**src/bcc_pkg.sv**
```systemverilog
// Package for the buck channel configuration control block.
// Assumes a single 200 MHz clock domain; used by the control block, the sequencer and the bench through bcc_pkg::name.
`default_nettype none
package bcc_pkg;

   // ****************************************************************
   // Register map (word addresses on the Avalon-MM slave)
   // ****************************************************************
   localparam logic [2:0] ADDR_SETPOINT = 3'h0;  // Set-point code
   localparam logic [2:0] ADDR_MODE     = 3'h1;  // Run [1:0], standby [3:2]
   localparam logic [2:0] ADDR_LIMIT    = 3'h2;  // Peak current limit
   localparam logic [2:0] ADDR_PHASE    = 3'h3;  // Phase select
   localparam logic [2:0] ADDR_STATUS   = 3'h4;  // Sticky flags, read clears
   localparam logic [2:0] ADDR_MASK     = 3'h5;  // Interrupt mask
   localparam logic [2:0] ADDR_STATE    = 3'h6;  // Live channel state

   // ****************************************************************
   // Field positions
   // ****************************************************************
   localparam int RUN_MODE_LSB   = 0;
   localparam int STBY_MODE_LSB  = 2;
   localparam int ST_EN_BIT      = 0;   // Regulator enabled
   localparam int ST_DIS_BIT     = 1;   // Discharging
   localparam int ST_MODE_LSB    = 2;   // Applied mode [3:2]
   localparam int ST_IND_LSB     = 4;   // Inductor select [5:4]
   localparam int ST_SP_LSB      = 8;   // Applied set-point [12:8]

   // ****************************************************************
   // Reset values and encodings
   // ****************************************************************
   localparam logic [1:0] MODE_OFF      = 2'h0;
   localparam logic [1:0] MODE_PWM      = 2'h1;
   localparam logic [1:0] MODE_PFM      = 2'h2;
   localparam logic [1:0] MODE_AUTOSKIP = 2'h3;
   localparam logic [1:0] ILIM_RST      = 2'h0;
   localparam logic [2:0] PHASE_ZERO    = 3'h7;  // Code for 0 degrees
   localparam logic [0:0] MASK_RST      = 1'h1;
   localparam logic [4:0] SP_MAX_CODE   = 5'h1B; // Code 27, 4.10 V
   localparam logic [1:0] IND_RESERVED  = 2'h3;

   // ****************************************************************
   // Timing
   // ****************************************************************
   localparam int CLK_MHZ        = 200;
   localparam int DISCHARGE_US   = 200;  // Output discharge hold
   localparam int DISCHARGE_CYC  = DISCHARGE_US * CLK_MHZ;

   // Channel sequencing state
   typedef enum logic [1:0] {
      BCC_ST_IDLE,
      BCC_ST_DISCHARGE,
      BCC_ST_REENABLE
   } bcc_seq_type;

endpackage
`default_nettype wire

```
**src/bcc_seq_if.sv**
```systemverilog
// Interface joining the register file to the set-point sequencer.
// Assumes both ends sit on sys_clk_i.
`timescale 1ns/1ps
`default_nettype none
interface bcc_seq_if;
   logic       start;      // One-cycle request to re-apply the set-point
   logic [4:0] target;     // Newly written set-point code
   logic       discharge;  // Sequencer holds output discharged
   logic       busy;       // Sequence running
   logic       done;       // One-cycle pulse at end of sequence
   modport ctrl (output start, output target, input discharge, input busy, input done);
   modport seq  (input start, input target, output discharge, output busy, output done);
endinterface
`default_nettype wire

```
**src/bcc_channel_ctrl.sv**
```systemverilog
// Control and configuration logic for one low-voltage buck channel.
// Assumes an Avalon-MM master on sys_clk_i; OTP and sequence inputs are
// static pins from outside and are synchronised before use.
//
// Local design decisions: register access over Avalon-MM and the placing of the registers.
`timescale 1ns/1ps
`default_nettype none
module bcc_channel_ctrl #(
   parameter int DISCHARGE_CYC = bcc_pkg::DISCHARGE_CYC
) (
   input  wire logic        sys_clk_i,
   input  wire logic        sys_rst_i,
   // Avalon-MM slave
   input  wire logic [2:0]  avs_address,
   input  wire logic        avs_read,
   input  wire logic        avs_write,
   input  wire logic [31:0] avs_writedata,
   output logic [31:0]      avs_readdata,
   output logic             avs_waitrequest,
   // OTP and system pins
   input  wire logic [4:0]  otp_setpoint_default_i,
   input  wire logic [1:0]  inductor_value_select_i,
   input  wire logic        in_powerup_seq_i,
   input  wire logic        standby_i,
   // Analog-facing controls
   output logic [4:0]       output_setpoint_code_o,
   output logic [1:0]       operating_mode_field_o,
   output logic             regulator_enable_o,
   output logic             discharge_o,
   output logic [1:0]       peak_current_limit_select_o,
   output logic [2:0]       channel_phase_select_o,
   output logic [8:0]       phase_degrees_o,
   output logic [8:0]       setpoint_centivolt_o,
   output logic [1:0]       inductor_value_select_o,
   output logic             inductor_reserved_o,
   output logic             interrupt_request_n_o
);

   // ****************************************************************
   // Input synchronisers
   // ****************************************************************
   logic [8:0] sync1_r;   // First stage, read only by sync2_r
   logic [8:0] sync2_r;   // Second stage, safe for logic
   always_ff @(posedge sys_clk_i or posedge sys_rst_i) begin
      if (sys_rst_i) begin
         sync1_r <= 9'h0;
         sync2_r <= 9'h0;
      end else begin
         sync1_r <= {standby_i, in_powerup_seq_i, inductor_value_select_i,
                     otp_setpoint_default_i};
         sync2_r <= sync1_r;
      end
   end
   logic [4:0] otp_sp;     // Synchronised OTP set-point
   logic [1:0] otp_ind;    // Synchronised inductor select
   logic       pwr_seq;    // Channel is in the power-up sequence
   logic       stby;       // System in standby
   assign otp_sp  = sync2_r[4:0];
   assign otp_ind = sync2_r[6:5];
   assign pwr_seq = sync2_r[7];
   assign stby    = sync2_r[8];

   // ****************************************************************
   // Post-reset load of OTP defaults
   // ****************************************************************
   // Straps pass the synchroniser first, so the load waits two edges
   logic [1:0] boot_cnt_r;  // Counts edges after release
   logic       loaded_r;    // Defaults have been captured
   logic       load_now;    // One-cycle load strobe
   assign load_now = !loaded_r && (boot_cnt_r == 2'h2);
   always_ff @(posedge sys_clk_i or posedge sys_rst_i) begin
      if (sys_rst_i) begin
         boot_cnt_r <= 2'h0;
         loaded_r   <= 1'b0;
      end else if (!loaded_r) begin
         boot_cnt_r <= boot_cnt_r + 2'h1;
         if (load_now) begin
            loaded_r <= 1'b1;
         end
      end
   end

   // ****************************************************************
   // Bus decode
   // ****************************************************************
   logic        ack_r;      // One wait state, then accept
   logic        ack_nxt;    // Next value of ack_r
   logic        wr_acc;     // Write accepted this edge
   logic        rd_acc;     // Read accepted this edge
   assign wr_acc = avs_write && ack_r;
   assign rd_acc = avs_read && ack_r;
   // Hold off until OTP defaults are in, then one wait per access
   assign ack_nxt = loaded_r && (avs_read || avs_write) && !ack_r;
   always_ff @(posedge sys_clk_i or posedge sys_rst_i) begin
      if (sys_rst_i) begin
         ack_r           <= 1'b0;
         avs_waitrequest <= 1'b1;
      end else begin
         ack_r           <= ack_nxt;
         // Own flop, so the pin carries no gate after the register
         avs_waitrequest <= !ack_nxt;
      end
   end

   // ****************************************************************
   // Configuration registers
   // ****************************************************************
   logic [4:0] setpoint_r;   // Programmed set-point
   logic [1:0] run_mode_r;   // Run-state mode
   logic [1:0] stby_mode_r;  // Standby-state mode
   logic [1:0] ilim_r;       // Peak current limit
   logic [2:0] phase_r;      // Phase select
   logic [0:0] mask_r;       // Mode-change mask
   logic       sp_start;     // Differing set-point written

   bcc_seq_if sq ();
   assign sp_start  = load_now ? 1'b0 :
                      wr_acc && (avs_address == bcc_pkg::ADDR_SETPOINT) &&
                      (avs_writedata[4:0] != setpoint_r);
   assign sq.start  = sp_start;
   assign sq.target = avs_writedata[4:0];

   // Set-point: one code for both run and standby
   always_ff @(posedge sys_clk_i or posedge sys_rst_i) begin
      if (sys_rst_i) begin
         setpoint_r <= 5'h0;
      end else if (load_now) begin
         setpoint_r <= otp_sp;
      end else if (sp_start) begin
         setpoint_r <= sq.target;
      end
   end

   // Mode fields; off at reset, value after the OTP load depends on power-up sequencing strap
   always_ff @(posedge sys_clk_i or posedge sys_rst_i) begin
      if (sys_rst_i) begin
         run_mode_r  <= bcc_pkg::MODE_OFF;
         stby_mode_r <= bcc_pkg::MODE_OFF;
      end else if (load_now) begin
         run_mode_r  <= pwr_seq ? bcc_pkg::MODE_AUTOSKIP : bcc_pkg::MODE_OFF;
         stby_mode_r <= pwr_seq ? bcc_pkg::MODE_AUTOSKIP : bcc_pkg::MODE_OFF;
      end else if (wr_acc && avs_address == bcc_pkg::ADDR_MODE) begin
         run_mode_r  <= avs_writedata[bcc_pkg::RUN_MODE_LSB +: 2];
         stby_mode_r <= avs_writedata[bcc_pkg::STBY_MODE_LSB +: 2];
      end
   end

   // Current limit, phase and mask
   always_ff @(posedge sys_clk_i or posedge sys_rst_i) begin
      if (sys_rst_i) begin
         ilim_r  <= bcc_pkg::ILIM_RST;
         phase_r <= bcc_pkg::PHASE_ZERO;
         mask_r  <= bcc_pkg::MASK_RST;
      end else if (wr_acc) begin
         if (avs_address == bcc_pkg::ADDR_LIMIT) begin
            ilim_r <= avs_writedata[1:0];
         end
         if (avs_address == bcc_pkg::ADDR_PHASE) begin
            phase_r <= avs_writedata[2:0];
         end
         if (avs_address == bcc_pkg::ADDR_MASK) begin
            mask_r <= avs_writedata[0:0];
         end
      end
   end

   // ****************************************************************
   // Sequencer
   // ****************************************************************
   bcc_setpoint_seq #(
      .DISCHARGE_CYC (DISCHARGE_CYC)
   ) u_seq (
      .sys_clk_i (sys_clk_i),
      .sys_rst_i (sys_rst_i),
      .sq        (sq.seq)
   );

   // ****************************************************************
   // Applied mode and mode-change event
   // ****************************************************************
   logic [1:0] mode_sel;      // Mode for current system state
   logic [1:0] mode_r;        // Applied mode
   logic       mode_evt;      // Mode changes this edge
   logic       flag_r;        // Sticky mode-change flag
   // Voltage is shared, so a run/standby swap alters the applied mode but never the set-point
   assign mode_sel = stby ? stby_mode_r : run_mode_r;
   assign mode_evt = loaded_r && (mode_sel != mode_r);
   always_ff @(posedge sys_clk_i or posedge sys_rst_i) begin
      if (sys_rst_i) begin
         mode_r <= bcc_pkg::MODE_OFF;
      end else if (loaded_r) begin
         mode_r <= mode_sel;
      end
   end

   // Set wins over the clear-on-read
   always_ff @(posedge sys_clk_i or posedge sys_rst_i) begin
      if (sys_rst_i) begin
         flag_r <= 1'b0;
      end else if (mode_evt) begin
         flag_r <= 1'b1;
      end else if (rd_acc && avs_address == bcc_pkg::ADDR_STATUS) begin
         flag_r <= 1'b0;
      end
   end

   // ****************************************************************
   // Read data
   // ****************************************************************
   always_ff @(posedge sys_clk_i or posedge sys_rst_i) begin
      if (sys_rst_i) begin
         avs_readdata <= 32'h0;
      end else if (avs_read && !ack_r) begin
         // Captured in the wait cycle so data stands at the accept edge
         unique case (avs_address)
            bcc_pkg::ADDR_SETPOINT: avs_readdata <= {27'h0, setpoint_r};
            bcc_pkg::ADDR_MODE:     avs_readdata <= {28'h0, stby_mode_r, run_mode_r};
            bcc_pkg::ADDR_LIMIT:    avs_readdata <= {30'h0, ilim_r};
            bcc_pkg::ADDR_PHASE:    avs_readdata <= {29'h0, phase_r};
            bcc_pkg::ADDR_STATUS:   avs_readdata <= {31'h0, flag_r};
            bcc_pkg::ADDR_MASK:     avs_readdata <= {31'h0, mask_r};
            bcc_pkg::ADDR_STATE:    avs_readdata <= {19'h0, setpoint_r, 2'h0, otp_ind,
                                                     mode_r, sq.discharge,
                                                     regulator_enable_o};
            default:                avs_readdata <= 32'h0;
         endcase
      end
   end

   // ****************************************************************
   // Decoders
   // ****************************************************************
   function automatic logic [8:0] sp_volts(input logic [4:0] c);
      logic [4:0] k;
      k = (c > bcc_pkg::SP_MAX_CODE) ? bcc_pkg::SP_MAX_CODE : c;
      unique case (k)
         5'h00: sp_volts = 9'd100;  5'h01: sp_volts = 9'd110;
         5'h02: sp_volts = 9'd120;  5'h03: sp_volts = 9'd125;
         5'h04: sp_volts = 9'd130;  5'h05: sp_volts = 9'd135;
         5'h06: sp_volts = 9'd150;  5'h07: sp_volts = 9'd160;
         5'h08: sp_volts = 9'd180;  5'h09: sp_volts = 9'd185;
         5'h0A: sp_volts = 9'd200;  5'h0B: sp_volts = 9'd210;
         5'h0C: sp_volts = 9'd215;  5'h0D: sp_volts = 9'd225;
         5'h0E: sp_volts = 9'd230;  5'h0F: sp_volts = 9'd240;
         5'h10: sp_volts = 9'd250;  5'h11: sp_volts = 9'd280;
         5'h12: sp_volts = 9'd315;  5'h13: sp_volts = 9'd320;
         5'h14: sp_volts = 9'd325;  5'h15: sp_volts = 9'd330;
         5'h16: sp_volts = 9'd335;  5'h17: sp_volts = 9'd340;
         5'h18: sp_volts = 9'd350;  5'h19: sp_volts = 9'd380;
         5'h1A: sp_volts = 9'd400;  default: sp_volts = 9'd410;
      endcase
   endfunction

   // 111 wraps to 0, others are (code+1)*45
   function automatic logic [8:0] ph_deg(input logic [2:0] p);
      ph_deg = (p == bcc_pkg::PHASE_ZERO) ? 9'h0 : 9'(({6'h0, p} + 9'h1) * 9'd45);
   endfunction

   // ****************************************************************
   // Registered outputs
   // ****************************************************************
   always_ff @(posedge sys_clk_i or posedge sys_rst_i) begin
      if (sys_rst_i) begin
         output_setpoint_code_o      <= 5'h0;
         operating_mode_field_o      <= bcc_pkg::MODE_OFF;
         regulator_enable_o          <= 1'b0;
         discharge_o                 <= 1'b0;
         peak_current_limit_select_o <= bcc_pkg::ILIM_RST;
         channel_phase_select_o      <= bcc_pkg::PHASE_ZERO;
         phase_degrees_o             <= 9'h0;
         setpoint_centivolt_o        <= 9'h0;
         inductor_value_select_o     <= 2'h0;
         inductor_reserved_o         <= 1'b0;
         interrupt_request_n_o       <= 1'b1;
      end else begin
         output_setpoint_code_o      <= setpoint_r;
         operating_mode_field_o      <= mode_r;
         // Off mode or a running sequence disables the regulator
         regulator_enable_o          <= (mode_r != bcc_pkg::MODE_OFF) && !sq.busy;
         discharge_o                 <= sq.discharge || (loaded_r &&
                                        mode_r == bcc_pkg::MODE_OFF);
         peak_current_limit_select_o <= ilim_r;
         channel_phase_select_o      <= phase_r;
         phase_degrees_o             <= ph_deg(phase_r);
         setpoint_centivolt_o        <= sp_volts(setpoint_r);
         inductor_value_select_o     <= otp_ind;
         inductor_reserved_o         <= (otp_ind == bcc_pkg::IND_RESERVED);
         interrupt_request_n_o       <= !(flag_r && !mask_r[0]);
      end
   end

   // ****************************************************************
   // Assertions
   // ****************************************************************
   a_flag_on_change: assert property (@(posedge sys_clk_i) disable iff (sys_rst_i)
      mode_evt |=> flag_r) else $error("Mode change did not set flag");
   a_irq_follows: assert property (@(posedge sys_clk_i) disable iff (sys_rst_i)
      (flag_r && !mask_r[0]) |=> !interrupt_request_n_o) else $error("Interrupt not driven");
   a_irq_masked: assert property (@(posedge sys_clk_i) disable iff (sys_rst_i)
      mask_r[0] |=> interrupt_request_n_o) else $error("Masked interrupt driven");
   a_flag_sticky: assert property (@(posedge sys_clk_i) disable iff (sys_rst_i)
      (flag_r && !(rd_acc && avs_address == bcc_pkg::ADDR_STATUS)) |=> flag_r)
      else $error("Flag dropped without clear");
   a_same_sp_quiet: assert property (@(posedge sys_clk_i) disable iff (sys_rst_i)
      (wr_acc && avs_address == bcc_pkg::ADDR_SETPOINT && avs_writedata[4:0] == setpoint_r)
      |-> !sq.start) else $error("Equal set-point restarted sequence");
   a_seq_disable: assert property (@(posedge sys_clk_i) disable iff (sys_rst_i)
      sp_start |=> ##1 (!regulator_enable_o && discharge_o))
      else $error("Set-point change did not discharge");
   a_otp_load: assert property (@(posedge sys_clk_i) disable iff (sys_rst_i)
      load_now |=> (setpoint_r == $past(otp_sp))) else $error("OTP set-point not loaded");
   a_mode_reset: assert property (@(posedge sys_clk_i) disable iff (sys_rst_i)
      load_now |=> (run_mode_r == (pwr_seq ? bcc_pkg::MODE_AUTOSKIP : bcc_pkg::MODE_OFF)))
      else $error("Run mode default wrong");
   a_volt_clamp: assert property (@(posedge sys_clk_i) disable iff (sys_rst_i)
      (setpoint_r >= bcc_pkg::SP_MAX_CODE) |=> (setpoint_centivolt_o == 9'd410))
      else $error("High codes not clamped");
   // Off mode must never leave the regulator switching
   a_off_disabled: assert property (@(posedge sys_clk_i) disable iff (sys_rst_i)
      (mode_r == bcc_pkg::MODE_OFF) |=> !regulator_enable_o)
      else $error("Regulator enabled in off mode");
   a_ind_reserved: assert property (@(posedge sys_clk_i) disable iff (sys_rst_i)
      (otp_ind == bcc_pkg::IND_RESERVED) |=> inductor_reserved_o)
      else $error("Reserved inductor code not flagged");

   c_sp_change: cover property (@(posedge sys_clk_i) sp_start);
   c_mode_irq:  cover property (@(posedge sys_clk_i) $fell(interrupt_request_n_o));
   c_standby:   cover property (@(posedge sys_clk_i) $rose(stby) ##[1:4] mode_evt);
   c_reenable:  cover property (@(posedge sys_clk_i) sq.done);

endmodule
`default_nettype wire

```
**src/bcc_setpoint_seq.sv**
```systemverilog
// Discharge-then-re-enable sequencer for set-point changes.
// Assumes start is a same-clock one-cycle pulse.
`timescale 1ns/1ps
`default_nettype none
module bcc_setpoint_seq #(
   parameter int DISCHARGE_CYC = bcc_pkg::DISCHARGE_CYC
) (
   input  wire logic  sys_clk_i,
   input  wire logic  sys_rst_i,
   bcc_seq_if.seq     sq
);

   // ****************************************************************
   // State and counter
   // ****************************************************************
   bcc_pkg::bcc_seq_type state_r;   // Sequencer state
   logic [31:0]          cnt_r;     // Discharge hold counter

   // Discharge first, then a single re-enable cycle
   always_ff @(posedge sys_clk_i or posedge sys_rst_i) begin
      if (sys_rst_i) begin
         state_r <= bcc_pkg::BCC_ST_IDLE;
         cnt_r   <= 32'h0;
      end else begin
         unique case (state_r)
            bcc_pkg::BCC_ST_IDLE: begin
               if (sq.start) begin
                  state_r <= bcc_pkg::BCC_ST_DISCHARGE;
                  cnt_r   <= 32'h0;
               end
            end
            bcc_pkg::BCC_ST_DISCHARGE: begin
               // A new write restarts the hold so the output is fully drained
               if (sq.start) begin
                  cnt_r <= 32'h0;
               end else if (cnt_r == 32'(DISCHARGE_CYC - 1)) begin
                  state_r <= bcc_pkg::BCC_ST_REENABLE;
               end else begin
                  cnt_r <= cnt_r + 32'h1;
               end
            end
            bcc_pkg::BCC_ST_REENABLE: begin
               state_r <= bcc_pkg::BCC_ST_IDLE;
            end
         endcase
      end
   end

   assign sq.discharge = (state_r == bcc_pkg::BCC_ST_DISCHARGE);
   assign sq.busy      = (state_r != bcc_pkg::BCC_ST_IDLE);
   assign sq.done      = (state_r == bcc_pkg::BCC_ST_REENABLE);

   a_discharge_len: assert property (@(posedge sys_clk_i) disable iff (sys_rst_i)
      $rose(sq.discharge) |-> sq.discharge [*8])
      else $error("Discharge ended too early");

endmodule
`default_nettype wire

```
**config.mk**
```make
export PLATFORM = sky130hd
export DESIGN_NAME = bcc_channel_ctrl
export DESIGN_NICKNAME = d
export VERILOG_FILES = /design/src/bcc_pkg.sv /design/src/bcc_seq_if.sv /design/src/bcc_channel_ctrl.sv /design/src/bcc_setpoint_seq.sv
export SDC_FILE = /design/constraint.sdc
export NUM_CORES = 1
export LEC_CHECK = 0
export BUFFER_PORTS_ARGS = -buffer_cell sky130_fd_sc_hd__buf_2
export CELL_PAD_IN_SITES_DETAIL_PLACEMENT = 0
export CELL_PAD_IN_SITES_GLOBAL_PLACEMENT = 1
export CORE_MARGIN = 4
export CORE_UTILIZATION = 40
export CTS_BUF_LIST = sky130_fd_sc_hd__clkbuf_4
export DETAILED_ROUTE_END_ITERATION = 12
export GPL_TIMING_DRIVEN = 1
export PLACE_DENSITY = 0.79
export SETUP_SLACK_MARGIN = 0.2
export SYNTH_ARGS = -nofsm -noshare
export SYNTH_HDL_FRONTEND = slang
export SYNTH_SLANG_ARGS = --single-unit
export TNS_END_PERCENT = 10
```
**constraint.sdc**
```tcl
create_clock -name sys_clk_i -period 4.8 [get_ports sys_clk_i]
set_clock_uncertainty 0.1 [all_clocks]
set_input_delay 1.44 -clock sys_clk_i [delete_from_list [all_inputs] [get_ports sys_clk_i]]
set_output_delay 1.44 -clock sys_clk_i [all_outputs]
set_load 0.01 [all_outputs]
```
Word-level counts from Yosys, hierarchy flattened --
Memory sizes are Yosys's and may differ from the RTL's. A register that Yosys moved wholly into a read port is not among the register bits. Index checks and enable logic that the tools add are counted. W data, S select, Z words.
Cells by class: add/sub/neg operators 3, equal/unequal tests 18, $mul 1, reductions and logical operators 36, magnitude comparators 1, muxes and demuxes 24
Operator list (number):
- $mux W32 | 3
- $pmux W13 S7 | 1
- $pmux W32 S2 | 1
- $add A32 B1 Y32 const B | 1
- $eq A32 B16 Y1 const B | 1
- $mux W2 | 9
- $mux W5 | 3
- $logic_and A1 B1 Y1 | 14
- $eq A3 B3 Y1 const B | 4
- $reduce_bool A2 Y1 | 6
- $mul A4 B6 Y9 const B | 1
- $mux W9 | 1
- $eq A2 B2 Y1 const B | 3
- $eq A3 B2 Y1 const B | 2
- $logic_not A1 Y1 | 6
- $pmux W2 S3 | 1
- $reduce_and A2 Y1 | 3
- $reduce_and A3 Y1 | 2
- $gt A5 B5 Y1 const B | 1
- $mux W1 | 5
- $ne A5 B5 Y1 | 1
- $add A3 B1 Y4 const B | 1
- $logic_not A2 Y1 | 2
- $ne A2 B2 Y1 const B | 2
- 8 further kinds | 9
Storage, ports and cells: memories 1, memory bits (read-only) 288, bits in registers 134
Memories:
- (name not given) | words 32, bits a word 9, read ports 1, clocked after memory_dff 1, wr ports 0, RTL line bcc_channel_ctrl.sv:236 | unique case (k)

Logic depth before layout (Yosys ltp) --
depth after elaboration 6, mapped depth 13

Hierarchy --
Synthesis repeated with hierarchy kept, for this count alone.
Second synthesis, totals: cell total of the unflattened synthesis 635, area, all modules 6462.4 um2
Modules (own cells, without submodules):
- bcc_channel_ctrl | times used 1, area each 4365.4 um2, cells each 399, sequential area each 2213.4 um2
- bcc_setpoint_seq | times used 1, area each 2097.0 um2, cells each 236, sequential area each 850.8 um2

Least setup slack after synthesis --
No wires, ideal clock.
path kind input to register, start point input port avs_address[0], end point register u_seq.cnt_r[14], path slack 1590 ps, buffers on the path 1, stages on the path 6, data arrival time 3044 ps, path through clkbuf_1 nor3_4 o2111ai_1 a22o_1 or4b_1 nand2_1
Between the ends: word-level cells in the longest chain between the ends 6, elaborated cells between the ends (all ways) 9, classes of those cells 2 x eq/ne; 3 x mux; 4 x reduce/logical
Ends and longest elaborated chain:
- start: declaration | RTL line bcc_channel_ctrl.sv:14 | input wire logic [2:0] avs_address,
- $logic_not A3 Y1 * | RTL line bcc_channel_ctrl.sv:118 | wr_acc && (avs_address == bcc_pkg::ADDR_SETPOINT) &&
- $logic_and A1 B1 Y1 * (2 in a row) | RTL line bcc_channel_ctrl.sv:118
- $mux W1 * | RTL line bcc_channel_ctrl.sv:117 | assign sp_start = load_now ? 1'b0 :
- $ne A3 B3 Y1 (no line) (tied with other cells)
- $reduce_and A3 Y1 (no line) / $pmux W32 S2 (equally long branches)
- end signal: assignment | RTL line bcc_setpoint_seq.sv:39 | cnt_r <= cnt_r + 32'h1;
- end: declaration | RTL line bcc_setpoint_seq.sv:17 | logic [31:0] cnt_r;
Mark *: on every way between the ends. The rest lies on a longest branch, timed or not. A chain may end at the register's enable or synchronous reset.

Worst setup path in the final report --
start point register phase_r[0], end point register phase_degrees_o[8]
Between the ends: word-level cells in the longest chain between the ends 3, elaborated cells between the ends (all ways) 4, classes of those cells 1 x add/sub; 1 x mul; 1 x eq/ne; 1 x mux
Ends and longest elaborated chain:
- start: declaration | RTL line bcc_channel_ctrl.sv:112 | logic [2:0] phase_r;
- start signal: assignment | RTL line bcc_channel_ctrl.sv:152 | phase_r <= bcc_pkg::PHASE_ZERO;
- start signal: assignment | RTL line bcc_channel_ctrl.sv:159 | phase_r <= avs_writedata[2:0];
- $add A3 B1 Y4 | RTL line bcc_channel_ctrl.sv:256 | ph_deg = (p == bcc_pkg::PHASE_ZERO) ? 9'h0 : 9'(({6'h0, p} + 9'h1) * 9'd45);
- $mul A4 B6 Y9 | RTL line bcc_channel_ctrl.sv:256
- $mux W9 * | RTL line bcc_channel_ctrl.sv:256
- end signal: assignment | RTL line bcc_channel_ctrl.sv:284 | phase_degrees_o <= ph_deg(phase_r);
- end: declaration | RTL line bcc_channel_ctrl.sv:32 | output logic [8:0] phase_degrees_o,
Marks and branches as above.

==> flow_summary.json <==
{
  "outcome": "complete, no violations",
  "final_area_sq_um": 6740,
  "grt_max_degree": 71,
  "endpoint_kind": "flip-flop",
  "startpoint_type": "flip-flop",
  "hold_path_class": "flip-flop to flip-flop",
  "grt_pass1_vias": 4401,
  "cp_max_fo": 9,
  "antenna_found_initial": 0,
  "syn_inst": 609,
  "netlist_area_sq_um": 6050,
  "io_pins": 117,
  "synthTopCellsByCount": "dfrtp_1 (113), nand2_1 (63), o21ai_0 (46)",
  "max_freq_mhz": 308,
  "grt-ovfl-total": 0,
  "place_congestion": 0.831,
  "dieHeight_microns": 131,
  "ant_nets": 0,
  "die_area_sq_um": 17200,
  "ctsHoldBuffers": 0,
  "crit_arrival_ps": 3560,
  "syn_to_final_growth_pct": 11.4,
  "rows": 44,
  "cts_tree": "built",
  "setup_ws_ps": 1550,
  "clkTransAtPathRegs_ps": 110,
  "viasPerCell": 5.16,
  "synth.area.top_cells": "dfrtp_1 (47%), ha_1 (5.2%), dfstp_2 (3.9%)",
  "async_flop_share": 1.00,
  "final_max_slew_viol_count": 0,
  "drcViolationCount": 0,
  "critPathRequiredTime_ps": 5120,
  "wire_per_inst_microns": 14.7,
  "clk_latency_ps": 530,
  "yosysTopAreaCellShare": 0.467,
  "numPortBuffers": 68,
  "path_class": "flip-flop to flip-flop",
  "postSynthRegisterBits": 122,
  "die_x_microns": 131,
  "num_vias": 4487,
  "dp_cells": 836,
  "avgSynthCellArea_sq_um": 9.94,
  "fin_crit_sh": 0.676,
  "tightest_slew_ps": 1120,
  "grt_usage": 0.157,
  "htree_levels": 4,
  "synth_cell_types": 58,
  "root_buffer": "clkbuf_4",
  "core_sq_um": 14700,
  "yosys_warnings": 0,
  "setup_tns_ps": 0,
  "ir_drop_v": 0.000146,
  "power.leakage_nw": 3.13,
  "hold_viol": 0,
  "grt_pass1_wl_microns": 21400,
  "dpl_worst_slack_ps": 1120,
  "power_density_nw_per_um2": 447,
  "ys.flop_type": "dfrtp_1",
  "postPlaceCellArea_sq_um": 6460,
  "firstDrtPassIters": 4,
  "setup_violations": 0,
  "yosysTopAreaCell": "dfrtp_1",
  "drive_gt1_frac": 0.187,
  "fin_nets": 746,
  "final_cells": 869,
  "max_cap_viol_count": 0,
  "drtIter0Drc": 274,
  "hpwlAfterDp_microns": 9020,
  "holdWs_ps": 255,
  "nFillCells": 1408,
  "post_cts_buffers": 0,
  "wirelength_microns": 12800,
  "cts_made_buffers": 17,
  "numClockSinks": 122,
  "ctsResizeCount": 0,
  "synth_most_common_cell": "dfrtp_1",
  "start_util": 0.412,
  "min_period_ps": 3250,
  "clk_path_buf_depth": 2,
  "slew_headroom": 0.255,
  "synth-seq-area-share": 0.506,
  "synth-edff-count": 0,
  "grt_setup_unrepaired": "no"
}
[flip-flops by register name (all words and copies together), names as in the netlist, 5 cells and up]
name,count
sync1_r,9
setpoint_r,5
phase_degrees_o,9
setpoint_centivolt_o,9
sync2_r,9
avs_readdata,11
u_seq.cnt_r,32
output_setpoint_code_o,5
[area by class of cell]
| class | count | area [sq um] | share of cell area |
|---|---|---|---|
| multi-input cells | 433 | 2700 | 0.400 |
| repair buffers | 73 | 378 | 0.0560 |
| flip-flops and latches | 122 | 3060 | 0.454 |
| clock inverters | 15 | 153 | 0.0226 |
| clock buffers | 17 | 128 | 0.0189 |
| well taps | 184 | 230 | 0.0341 |
| diodes | 1 | 2.50 | 0.000371 |
| inverters | 24 | 93.8 | 0.0139 |
[stage by stage]
stage | utilization | total power, W
after global placement | 0.440 | 0.00230
final | 0.459 | 0.00301
after CTS | 0.459 | 0.00306
after global routing | 0.459 | 0.00326
after floorplan | - | 0.00206
after detailed placement | 0.440 | 0.00234
[critical path, cell delays in order (launching register included)]
cell	delay [ps]
dfstp_2	650
inv_1	100
ha_1	370
inv_1	100
ha_1	300
ha_1	330
ha_1	300
a21o_1	150
a21oi_1	250
o21bai_1	90
a21oi_1	180
xnor2_1	150
nor2_1	60
[worst paths after layout]
check	startpoint	endpoint	slack, ps	depth (start not counted)
max	phase_r[0]	phase_degrees_o[8]	1550	12
min	sync1_r[3]	sync2_r[3]	250	0
max reg2reg	phase_r[0]	phase_degrees_o[8]	1550	12
min reg2reg	sync1_r[3]	sync2_r[3]	250	0
max in group asynchronous	sys_rst_i	u_seq.cnt_r[18]	2880	3
min in group asynchronous	sys_rst_i	phase_degrees_o[7]	680	2
[where the power goes]
group | internal, W | switching (W) | leakage (nW) | total, W
Combinational | 0.000411 | 0.000495 | 1.50 | 0.000906
Sequential | 0.00123 | 0.000163 | 1.49 | 0.00140
Clock | 0.000308 | 0.000405 | 0.143 | 0.000713
[placed cells by master, fill, tap and decap left out, types with 5 or more instances in the layout]
| cell | instances |
|---|---|
| a21oi_1 | 33 |
| a31oi_1 | 7 |
| nand2_1 | 63 |
| mux2i_1 | 15 |
| and2_1 | 6 |
| o21ai_0 | 46 |
| nor3_1 | 8 |
| ha_1 | 25 |
| dfrtp_1 | 113 |
| nor2_1 | 42 |
| o21ai_1 | 23 |
| nand3_1 | 20 |
| buf_2 | 68 |
| nand4_1 | 11 |
| xor2_1 | 5 |
| clkbuf_4 | 17 |
| mux2_2 | 8 |
| inv_1 | 23 |
| nand2b_1 | 8 |
| dfstp_2 | 9 |
| xnor2_1 | 14 |
| and3_1 | 16 |
| o31ai_1 | 5 |
| clkinv_4 | 5 |
| conb_1 | 21 |
| nor2b_1 | 7 |
| buf_4 | 5 |
[kinds of logic (layout without fill, tap and decap cells)]
kind of cell	count (synthesis)	in the layout	share of synthesized area
AND/OR/NAND/NOR	202	202	0.168
AO/OA/AOI/OAI	139	139	0.131
flip-flops	122	122	0.506
buffers and inverters	74	129	0.0610
adder cells (fa/ha/maj)	27	27	0.0583
multiplexers	25	25	0.0471
XOR/XNOR	19	19	0.0275
other	1	22	0.000619
[per-layer routing]
| layer | vias up | wire (microns) | track usage |
|---|---|---|---|
| li1 | 2210 | - | - |
| met1 | 2149 | 5890 | 0.200 |
| met2 | 108 | 6060 | 0.256 |
| met3 | 20 | 590 | 0.0419 |
| met4 | 0 | 226 | 0.0623 |
| met5 | - | 0 | 0 |
(Power assumes the default switching activity.)
